### config.mk
export PLATFORM = sky130hd
export DESIGN_NAME = dcg_clock_gate
export DESIGN_NICKNAME = d
export VERILOG_FILES = /design/src/hdl/dcg_pkg.sv /design/src/hdl/dcg_clock_gate.sv
export SDC_FILE = /design/constraint.sdc
export NUM_CORES = 1
export LEC_CHECK = 0
export ABC_AREA = 1
export BUFFER_PORTS_ARGS = -buffer_cell sky130_fd_sc_hd__buf_2
export CAP_MARGIN = 20
export CORE_UTILIZATION = 51
export CTS_CLUSTER_SIZE = 25
export DETAILED_ROUTE_END_ITERATION = 10
export PLACE_DENSITY_LB_ADDON = 0.12
export SLEW_MARGIN = 0
export SYNTH_ARGS = -nofsm -noshare
export SYNTH_HDL_FRONTEND = slang
export SYNTH_SLANG_ARGS = --single-unit
### constraint.sdc
create_clock -name clk -period 1.6 [get_ports clk]
set_clock_uncertainty 0.05 [all_clocks]
set_input_delay 0.08 -clock clk [delete_from_list [all_inputs] [get_ports clk]]
set_output_delay 0.08 -clock clk [all_outputs]
set_load 0.02 [all_outputs]
### src/hdl/dcg_pkg.sv
package dcg_pkg;
	// Input clock edges per half period of the word frame clock
	localparam logic [2:0] FRAME_HALF_DUAL   = 3'h4; // divide by 4, both edges counted
	localparam logic [2:0] FRAME_HALF_SINGLE = 3'h0; // divide by 8 wraps the 3-bit count
	localparam logic [2:0] EDGE_COUNT_RESET  = 3'h0;
	localparam logic       FRAME_RESET       = 1'b0;
	localparam logic       RUN_RESET         = 1'b0;
	localparam int         SYNC_STAGES       = 2;
endpackage

### src/hdl/dcg_clock_gate.sv
`timescale 1ns/10ps
`default_nettype none

module dcg_clock_gate (
	input  wire logic clk,
	input  wire logic reset,
	input  wire logic inputClock,
	input  wire logic clockHold,
	input  wire logic edgeModeSelect,
	input  wire logic masterReset,
	output var  logic internalRun,
	output var  logic gatedClock,
	output var  logic sampleStrobe,
	output var  logic wordFrameClockP,
	output var  logic wordFrameClockN
);

	////////////////////////////////////////////////////////////////////////////
	// Pin synchronisers
	logic [1:0] inClkSync;
	logic [1:0] holdSync;
	logic [1:0] modeSync;
	logic [1:0] mrSync;
	logic       inClkLast;

	always_ff @(posedge clk) begin
		if (reset) begin
			inClkSync <= 2'h0;
			holdSync  <= 2'h0;
			modeSync  <= 2'h0;
			mrSync    <= 2'h0;
			inClkLast <= 1'b0;
		end else begin
			inClkSync <= {inClkSync[0], inputClock};
			holdSync  <= {holdSync[0], clockHold};
			modeSync  <= {modeSync[0], edgeModeSelect};
			mrSync    <= {mrSync[0], masterReset};
			inClkLast <= inClkSync[1];
		end
	end

	logic inClk;
	logic holdIn;
	logic dualEdge;
	logic mrIn;
	logic riseEdge;
	logic fallEdge;
	assign inClk    = inClkSync[1];
	assign holdIn   = holdSync[1];
	assign dualEdge = !modeSync[1];
	assign mrIn     = mrSync[1];
	assign riseEdge = inClk && !inClkLast;
	assign fallEdge = !inClk && inClkLast;

	////////////////////////////////////////////////////////////////////////////
	// Run enable: changes only at an input clock falling edge, except master reset clears it at any time
	always_ff @(posedge clk) begin
		if (reset) begin
			internalRun <= dcg_pkg::RUN_RESET;
		end else if (mrIn) begin
			internalRun <= 1'b0;
		end else if (fallEdge) begin
			internalRun <= !holdIn;
		end
	end

	// Gated clock follows the input clock only while running
	always_ff @(posedge clk) begin
		if (reset) begin
			gatedClock <= 1'b0;
		end else begin
			gatedClock <= inClk && internalRun && !mrIn;
		end
	end

	////////////////////////////////////////////////////////////////////////////
	// Serial sample strobe
	logic activeEdge;
	assign activeEdge = internalRun && !mrIn && (riseEdge || (dualEdge && fallEdge));

	always_ff @(posedge clk) begin
		if (reset) begin
			sampleStrobe <= 1'b0;
		end else begin
			sampleStrobe <= activeEdge;
		end
	end

	////////////////////////////////////////////////////////////////////////////
	// Word frame divider, counting input clock edges
	logic [2:0] edgeCount;
	logic [2:0] next_edgeCount;
	logic       frameAdvance;
	assign frameAdvance   = internalRun && !mrIn && (riseEdge || fallEdge);
	assign next_edgeCount = edgeCount + 3'h1;

	// True when the counted edge closes a half period of the frame clock
	// Greater-or-equal lets a mid-frame switch to dual mode wrap at once
	function automatic logic frameWrap(input logic [2:0] nextCount, input logic dual);
		if (dual) begin
			return nextCount >= dcg_pkg::FRAME_HALF_DUAL;
		end else begin
			return nextCount == dcg_pkg::FRAME_HALF_SINGLE;
		end
	endfunction

	always_ff @(posedge clk) begin
		if (reset) begin
			edgeCount       <= dcg_pkg::EDGE_COUNT_RESET;
			wordFrameClockP <= dcg_pkg::FRAME_RESET;
			wordFrameClockN <= !dcg_pkg::FRAME_RESET;
		end else if (frameAdvance) begin
			if (frameWrap(next_edgeCount, dualEdge)) begin
				edgeCount       <= dcg_pkg::EDGE_COUNT_RESET;
				wordFrameClockP <= !wordFrameClockP;
				wordFrameClockN <= wordFrameClockP;
			end else begin
				edgeCount <= next_edgeCount;
			end
		end
	end

	////////////////////////////////////////////////////////////////////////////
	// Assertions
	property p_holdStops;
		@(posedge clk) disable iff (reset) fallEdge && holdIn |=> !internalRun;
	endproperty
	a_holdStops: assert property (p_holdStops) else $error("hold did not stop run");

	property p_onlyAtFall;
		@(posedge clk) disable iff (reset)
			$rose(internalRun) |-> $past(fallEdge) && !$past(holdIn);
	endproperty
	a_onlyAtFall: assert property (p_onlyAtFall) else $error("run rose off a falling edge");

	property p_resume;
		@(posedge clk) disable iff (reset) fallEdge && !holdIn && !mrIn |=> internalRun;
	endproperty
	a_resume: assert property (p_resume) else $error("run not resumed");

	property p_firstBit;
		@(posedge clk) disable iff (reset)
			riseEdge && internalRun && !mrIn |=> sampleStrobe;
	endproperty
	a_firstBit: assert property (p_firstBit) else $error("rising edge not sampled");

	property p_singleEdge;
		@(posedge clk) disable iff (reset) fallEdge && !dualEdge |=> !sampleStrobe;
	endproperty
	a_singleEdge: assert property (p_singleEdge) else $error("falling edge sampled");

	property p_frozen;
		@(posedge clk) disable iff (reset)
			!internalRun |=> $stable(wordFrameClockP) && !sampleStrobe;
	endproperty
	a_frozen: assert property (p_frozen) else $error("activity while held");

	property p_masterReset;
		@(posedge clk) disable iff (reset) mrIn |=> !internalRun && !gatedClock;
	endproperty
	a_masterReset: assert property (p_masterReset) else $error("master reset ignored");

	property p_frameDiff;
		@(posedge clk) disable iff (reset) wordFrameClockN == !wordFrameClockP;
	endproperty
	a_frameDiff: assert property (p_frameDiff) else $error("frame pair not complementary");

	property p_frameOnEdge;
		@(posedge clk) disable iff (reset)
			$changed(wordFrameClockP) |-> $past(frameAdvance) && $past(edgeCount) != 3'h0;
	endproperty
	a_frameOnEdge: assert property (p_frameOnEdge) else $error("frame toggled off phase");

	property p_dualHalf;
		@(posedge clk) disable iff (reset)
			frameAdvance && dualEdge && edgeCount == 3'h3 |=> $changed(wordFrameClockP);
	endproperty
	a_dualHalf: assert property (p_dualHalf) else $error("divide by 4 missed");

	property p_singleHalf;
		@(posedge clk) disable iff (reset)
			frameAdvance && !dualEdge && edgeCount == 3'h7 |=> $changed(wordFrameClockP);
	endproperty
	a_singleHalf: assert property (p_singleHalf) else $error("divide by 8 missed");

	property p_gateRise;
		@(posedge clk) disable iff (reset)
			$rose(gatedClock) |-> $past(internalRun) && $past(inClk);
	endproperty
	a_gateRise: assert property (p_gateRise) else $error("gated rise while held");

	property p_noRunt;
		@(posedge clk) disable iff (reset)
			$fell(gatedClock) |-> !$past(inClk) || $past(mrIn);
	endproperty
	a_noRunt: assert property (p_noRunt) else $error("runt gated clock pulse");

	property p_runSteady;
		@(posedge clk) disable iff (reset) !fallEdge && !mrIn |=> $stable(internalRun);
	endproperty
	a_runSteady: assert property (p_runSteady) else $error("run moved early");

	property p_countFrozen;
		@(posedge clk) disable iff (reset) !frameAdvance |=> $stable(edgeCount);
	endproperty
	a_countFrozen: assert property (p_countFrozen) else $error("divider moved");

	property p_frameStill;
		@(posedge clk) disable iff (reset) !frameAdvance |=> $stable(wordFrameClockP);
	endproperty
	a_frameStill: assert property (p_frameStill) else $error("frame moved");

	property p_dualFall;
		@(posedge clk) disable iff (reset)
			fallEdge && dualEdge && internalRun && !mrIn |=> sampleStrobe;
	endproperty
	a_dualFall: assert property (p_dualFall) else $error("falling edge not sampled");

endmodule

`default_nettype wire

# == Word-level counts from Yosys, hierarchy flattened ==
# Cells that the tools add are included.
# classes
reduce_logical,19
n_bitwise,0
add_sub_neg,1
shift,0
n_lt_le_gt_ge,1
n_mul,0
mux,4
eq_ne,0
div_mod_pow,0
# ops
cell,n
1-bit logical AND,8
1-bit logical NOT,6
"3-bit by 1-bit adder with 3-bit output, second input constant",1
"3-bit greater-or-equal comparator, second input constant",1
3-bit logical NOT,1
1-bit 2-to-1 mux,3
3-bit 2-to-1 mux,1
1-bit logical OR,2
2-bit AND reduction,1
2-bit OR reduction,1
# totals
mem_count,0
inputBits,6
ram_bits,0
wordCells,36
mem_bits_ro,0
output_inout_bits,5
reg_bits,17
latchBits,0

# == Depth between registers and ports, before layout ==
# Gate-level depths: netlist (run 1).
# depth
depth_word,7
depth_mapped,9
ltp_nobuf,9

# == Worst setup path after synthesis (run 1) ==
# No wires, ideal clock.
# synth_path
kind,reg2reg
start,register inClkSync[1]
end,register wordFrameClockP
path_buffers,0
arrival_time_ps,1098
path_stages_with_launch,7
path_slack_ps,343
setup_time_ps,110
synth_period_minus_slack_ps,1257
t_required_ps,1440
path_cell_list,dfxtp_1 -> inv_1 -> ha_1 -> nor2_8 -> nand4_1 -> nand2_1 -> nor2_1
# synth_between
elab_chain_len,5
elab_cells_between_ends,6
classes_between,reduce/logical (6)
# synth_lines
element,line_no,text
start: declaration,dcg_clock_gate.sv:20,logic [1:0] inClkSync;
start signal: assignment,dcg_clock_gate.sv:34,"inClkSync <= {inClkSync[0], inputClock};"
1-bit logical NOT,dcg_clock_gate.sv:53,assign fallEdge = !inClk && inClkLast;
1-bit logical AND,dcg_clock_gate.sv:53,
1-bit logical OR *,dcg_clock_gate.sv:94,assign frameAdvance = internalRun && !mrIn && (riseEdge || fallEdge);
1-bit logical AND *,dcg_clock_gate.sv:94,
2-bit AND reduction (no line) *,--,
end signal: assignment,dcg_clock_gate.sv:110,wordFrameClockP <= dcg_pkg::FRAME_RESET;
end signal: assignment,dcg_clock_gate.sv:115,wordFrameClockP <= !wordFrameClockP;
end: declaration,dcg_clock_gate.sv:14,"output var logic wordFrameClockP,"
# Mark *: on every way between the ends. The rest lies on a longest branch, timed or not.
# A chain may end at the register's enable or synchronous reset.

# == Worst setup path in the final report (run 1) ==
# layout_path
start,register inClkSync[1]
end,register edgeCount[1]
# layout_between
elab_chain_len,4
elab_cells_between_ends,5
classes_between,reduce/logical (5)
# layout_lines
element,line_no,text
1-bit logical NOT,dcg_clock_gate.sv:53,
1-bit logical AND,dcg_clock_gate.sv:53,
1-bit logical OR *,dcg_clock_gate.sv:94,
1-bit logical AND *,dcg_clock_gate.sv:94,
end signal: assignment,dcg_clock_gate.sv:109,edgeCount <= dcg_pkg::EDGE_COUNT_RESET;
end signal: assignment,dcg_clock_gate.sv:114,edgeCount <= dcg_pkg::EDGE_COUNT_RESET;
end signal: assignment,dcg_clock_gate.sv:118,edgeCount <= next_edgeCount;
end: declaration,dcg_clock_gate.sv:91,logic [2:0] edgeCount;
# Marked as above.

==> impl_metrics.toml, run 1 <==
[cts]
tritoncts = "yes"
root_buffer = "clkbuf_4"
cts_buffer_depth = 2
cts_hold_buf = 4
path_clk_slew_ps = 90
clock_sinks = 17
numCtsBuffers = 3
clk-insertion-delay-late_ps = 280
cts-resized-gates = 0
ctsHtreeMaxLevel = 1
post_cts_buffers = 0

[die]
die_w_um = 38.0
dieArea_mm2 = 0.00145
dieHeight_um = 38.0
rows = 12
io-pin-count = 11
start_util = 0.573
fp.coreArea_mm2 = 0.00116

[sta]
timing.fmax_ghz = 0.746
fin_ws_ps = 260
finalCritPeriodShare = 0.838
layout_min_cycle_time_ps = 1340
finalHoldViolCount = 0
final_max_slew_viol_count = 0
setup_viol_count_final = 0
rsz0062_at_grt = "false"
tightest_slew_ps = 184
final.setup.tns_ps = 0
maxSlewHeadroom = 0.877

[logic_synthesis]
synth_area_leaders = "dfxtp_1 51%, inv_1 10%, nor2_1 8.5%"
synthCells = 79
yosysWarnings = 0
syn_nets = 89
synth_cell_types = 14
yosysMostFrequentCell = "inv_1"
synth-main-ff-cell = "dfxtp_1"
synth_edf_count = 0
async_reset_ff_frac = 0
yosysTopAreaCellShare = 0.514
syn-mean-instance-area_um2 = 8.38
ys_top_cells_by_count = "18 x inv_1, 17 x dfxtp_1, 15 x nor2_1"
ys_seq_area_frac = 0.514
synth_area_um2 = 662
ys_ff_latch = 17
synth_area_leader_cell = "dfxtp_1"

[route]
wirelength_um = 928
wl_per_cell_um = 8.44
vias = 474
firstDrtPassIters = 2
drtAntennaViolNets = 0
drc_errors = 0
via_per_inst = 4.31
detail_route.iter0.violations = 1

[worst_setup_path]
max_stage_delay_ps = 360
critPathSlowestCell = "ha_1"
cp-start-kind = "flop"
cp_cell_sequence = "inv_1, ha_1, nor2_8, nand3_2, nand2_1, nor2_1"
critPathMaxFanout = 7
endpoint_kind = "flop"
crit_family = "simple AND/OR/NAND/NOR gates"
critical_path_arrival_ps = 1470
crit_required_ps = 1730
path_buf_inv = 1
crit_type = "reg -> reg"

[power]
power_density_mw_per_mm2 = 890
leakage_uw = 0.000398
peakVddDrop_uv = 443

[finish]
diodes = 0
nFillCells = 105
final_cells = 110
syn_to_final_growth_pct = 19.5
final_util = 0.684
fin_nets = 107
final_area_um2 = 791
drive_above_1_share = 0.198

[worst_hold_path]
hold_path.class = "in -> reg"

[placed_design]
gp_congestion = 0.800
hpwl_um = 661
dpl_cell_area_um2 = 724
port_buffers = 10
place_inst = 102
dp_worst_setup_slack_ps = 278

[global_route]
grt_pass1_wl_mm = 1.64
antenna_found_initial = 0
grt_start_max_net_pins = 12
grt_use_total = 0.171
gr-total-overflow = 0
grt_pass1_vias = 408

[status]
outcome = "finished clean"

[run]
cap_violations = 0
## metrics by stage
step / total power (uW) / hold WS (ps)
floorplan: 475 / 137
global placement: 484 / 228
detailed placement: 486 / 237
CTS: 711 / 36.9
global route: 738 / 37.3
finish: 704 / 39.6
## routing by layer
| layer | GRT usage | share of wire |
|---|---|---|
| met2 | 0.242 | 0.40 |
| met3 | 0.0523 | 0.026 |
| met4 | 0.134 | 0.012 |
| met1 | 0.214 | 0.56 |
| met5 | 0 | 0 |
## worst reg2reg max path: stages (launching register included)
cell     delay [ps]
dfxtp_1         350
inv_1            70
ha_1            360
nor2_8          170
nand3_2         110
nand2_1         100
nor2_1           40
## registers in the layout, indices dropped and copies added, names as in the netlist
signal	count
sampleStrobe	1
edgeCount	3
holdSync	2
wordFrameClockN	1
inClkLast	1
inClkSync	2
gatedClock	1
wordFrameClockP	1
internalRun	1
modeSync	2
mrSync	2
## layout by cell type (no fill, tap or decap), types with 2 or more instances in the layout
cell type and instances:
inv_1 18, dfxtp_1 17, nor2_1 15, buf_2 10, nand2_1 9, ha_1 4
dlygate4sd3_1 4, o21ai_0 3, a21oi_1 3, nand2_2 3, clkbuf_4 3, nand3_2 2
## cells by family after synthesis
group,after synthesis,synth area share
xor gates and xnor gates,1,0.0132
DFF,17,0.514
and+or+nand+nor,32,0.242
buffers and inverters,19,0.110
adders and majority gates,4,0.0756
AOI/OAI and AO/OA,6,0.0454
## final cells by class
cell class / count / area [um2] / share of cell area
multi-input combinational: 43 / 249 / 0.315
inverter: 18 / 67.6 / 0.0854
sequential: 17 / 340 / 0.430
timing repair buffer: 14 / 90.1 / 0.114
tap: 14 / 17.5 / 0.0222
clock buffer: 4 / 26.3 / 0.0332
## worst paths after layout
check | startpoint | end | slack (ps) | cells after the start
worst min register to register | holdSync[1] | internalRun | 360 | 1
worst max-delay path | inClkSync[1] | edgeCount[1] | 260 | 6
worst min-delay path | reset | holdSync[0] | 40 | 2
worst max register to register | inClkSync[1] | edgeCount[1] | 260 | 6
## power breakdown
part / internal, uW / switching, uW / total [uW]
clock: 96.6 / 124 / 221
combinational: 20.6 / 23.1 / 43.7
sequential: 434 / 5.04 / 439
Note: power is estimated with default switching activity, not from simulation.
==> run 2, diff against run 1 <==
--- a/config.mk
+++ b/config.mk
@@ -5,10 +5,10 @@
 export SDC_FILE = /design/constraint.sdc
 export NUM_CORES = 1
 export LEC_CHECK = 0
-export ABC_AREA = 1
+export ABC_AREA = 0
 export BUFFER_PORTS_ARGS = -buffer_cell sky130_fd_sc_hd__buf_2
 export CAP_MARGIN = 20
-export CORE_UTILIZATION = 51
+export CORE_UTILIZATION = 45
 export CTS_CLUSTER_SIZE = 25
 export DETAILED_ROUTE_END_ITERATION = 10
 export PLACE_DENSITY_LB_ADDON = 0.12
==> constraint.sdc (replaced) <==
create_clock -name clk -period 1.2 [get_ports clk]
set_clock_uncertainty 0.05 [all_clocks]
set_input_delay 0.06 -clock clk [delete_from_list [all_inputs] [get_ports clk]]
set_output_delay 0.06 -clock clk [all_outputs]
set_load 0.02 [all_outputs]
==> impl_metrics.toml, run 2 <==
[status]
outcome = "finished, violations left"
violations = "setup timing"

[cts]
root_buffer = "clkbuf_4"
numCtsBuffers = 3
path_clk_slew_ps = 100
cts_buffer_depth = 2
clk-insertion-delay-late_ps = 280
ctsHtreeMaxLevel = 1
tritoncts = "yes"
clock_sinks = 17

[route]
vias = 432
via_per_inst = 4.50
wirelength_um = 978
drt-met1-wl_um = 519
drc_errors = 0
detail_route.iter0.violations = 8
firstDrtPassIters = 3
wl_met3_um = 24
wl_per_cell_um = 10.2
routed.top_layer = "met3"
wl_met2_um = 434
drtAntennaViolNets = 0

[placed_design]
port_buffers = 10
dpl_cell_area_um2 = 752
dp_worst_setup_slack_ps = -588
gp_congestion = 0.763
place_inst = 88
hpwl_um = 687

[die]
start_util = 0.512
die_w_um = 38.7
dieHeight_um = 38.7
dieArea_mm2 = 0.00150
io-pin-count = 11
fp.coreArea_mm2 = 0.00119
rows = 12

[worst_setup_path]
crit_type = "reg -> reg"
endpoint_kind = "flop"
crit_required_ps = 1320
rrSetupSlack_ps = -570
reg2reg_from = "inClkSync[1]"
critical_path_arrival_ps = 1900
cp-start-kind = "flop"
max_stage_delay_ps = 480
r2r-end = "wordFrameClockN"
reg2reg_depth = 6
cp_cell_sequence = "inv_2, ha_4, nor3b_4, a21bo_1, or4_4, o31a_1"
critPathMaxFanout = 2
critPathSlowestCell = "or4_4"

[logic_synthesis]
syn-mean-instance-area_um2 = 10.8
synth-main-ff-cell = "dfxtp_1"
yosysWarnings = 0
yosysTopAreaCellShare = 0.561
synth_cell_types = 19
yosysMostFrequentCell = "dfxtp_1"
synthCells = 56
synth_area_leader_cell = "dfxtp_1"
async_reset_ff_frac = 0
ys_top_cells_by_count = "17 x dfxtp_1, 8 x nor2b_1, 7 x nor2_1"
synth_edf_count = 0
synth_area_um2 = 607
ys_ff_latch = 17
synth_area_leaders = "dfxtp_1 56%, ha_1 8.2%, nor2b_1 8.2%"
syn_nets = 66
ys_seq_area_frac = 0.561

[finish]
syn_to_final_growth_pct = 35.3
multi_input_area_um2 = 264
final-seq-area_um2 = 343
diodes = 0
drive_above_1_share = 0.354
final_cells = 96
final_util = 0.692
final_area_um2 = 821
final_cell_mix = "15 x dfxtp_1, 10 x buf_2, 9 x buf_4"
top_register = "edgeCount"
largest_reg_flops = 3
nFillCells = 80
fin_nets = 93
layout_commonest_cell = "dfxtp_1"

[run]
cap_violations = 0

[worst_hold_path]
holdPathEnd = "wordFrameClockP"
hold_path.class = "in -> reg"
hold_depth = 3
min_from = "reset"

[power]
peakVddDrop_uv = 757
leakage_uw = 0.000363
power.total_uw = 945
power_density_mw_per_mm2 = 1150

[global_route]
grt_pass1_vias = 391
grt_use_total = 0.165
grt_start_max_net_pins = 17
antenna_found_initial = 0
grt_pass1_wl_mm = 1.60
gr-total-overflow = 0

[sta]
finalCritPeriodShare = 1.48
finalHoldViolCount = 0
layout_min_cycle_time_ps = 1770
timing.fmax_ghz = 0.564
tightest_slew_ps = 369
setup_viol_count_final = 5
fin_ws_ps = -574
rsz0062_at_grt = "true"
final_max_slew_viol_count = 0
maxSlewHeadroom = 0.748
## run 2: cell count changes after synthesis, sizes merged, moves of 2 or more
cell	change
inv	-15
nand2	-11
nand3	-3
nor2	-9
nor2b	+8
nor3	+2
## run 2: critical path, delay by kind of cell (launching register included)
kind	cells	cell delay (ps)
AO/OA/AOI/OAI	2	350
adder cells (fa/ha/maj)	1	210
buffers and inverters	1	50
flip-flops	1	350
AND/OR/NAND/NOR	2	660
## run 2: kinds of logic (layout without fill, tap and decap cells)
family / count (synthesis) / count (layout) / share of synthesized area
multiplexers: 1 / 1 / 0.0165
buffers and inverters: 4 / 30 / 0.0247
AO/OA/AOI/OAI: 7 / 7 / 0.0784
adder cells (fa/ha/maj): 4 / 4 / 0.0825
AND/OR/NAND/NOR: 21 / 21 / 0.208
XOR/XNOR: 2 / 2 / 0.0289
flip-flops: 17 / 17 / 0.561
## run 2: final cells by class
type	instances	share of cell area
Clock inverter	1	0.00610
Multi-Input combinational cell	35	0.322
Sequential cell	17	0.418
Timing Repair Buffer	23	0.192
Clock buffer	3	0.0274
Inverter	3	0.0137
Tap cell	14	0.0213
## run 2: how the worst max path moves through the flow
stage / start / to / slack [ps] / depth (start not counted)
floorplan: inClkSync[1] / wordFrameClockN / -600 / 6
global placement: inClkLast / wordFrameClockN / -540 / 5
detailed placement: inClkLast / wordFrameClockN / -590 / 5
CTS: inClkSync[1] / wordFrameClockN / -580 / 6
global route: inClkSync[1] / wordFrameClockN / -640 / 6
finish: inClkSync[1] / wordFrameClockN / -570 / 6
## run 2: where the power goes
group	internal [uW]	total [uW]	switching [uW]
clock network	124	295	172
logic	38.7	64.2	25.5
registers	579	586	6.57
total	742	945	204
## run 2: what timing repair did
action / CTS / global route
endpoints found under the setup margin: 5 / 5
hold endpoints to repair: 4 / 0
hold buffers: 4 / 0
gates resized for setup: 2 / 0
pin swaps: 1 / 0
setup buffers: 0 / 0
## run 2: metrics by stage
step | setup TNS, ps | hold slack (ps)
final | -2100 | 47.8
after global placement | -2030 | 223
after floorplan | -1840 | 81.6
after detailed placement | -2190 | 224
after CTS | -2130 | 47.2
after global routing | -2560 | 61.2
## run 2: routing by layer
| layer | GRT usage | up-vias |
|---|---|---|
| met4 | 0.103 | 0 |
| met5 | 0 | - |
| li1 | - | 238 |
| met3 | 0.0520 | 0 |
| met2 | 0.254 | 8 |
| met1 | 0.196 | 186 |
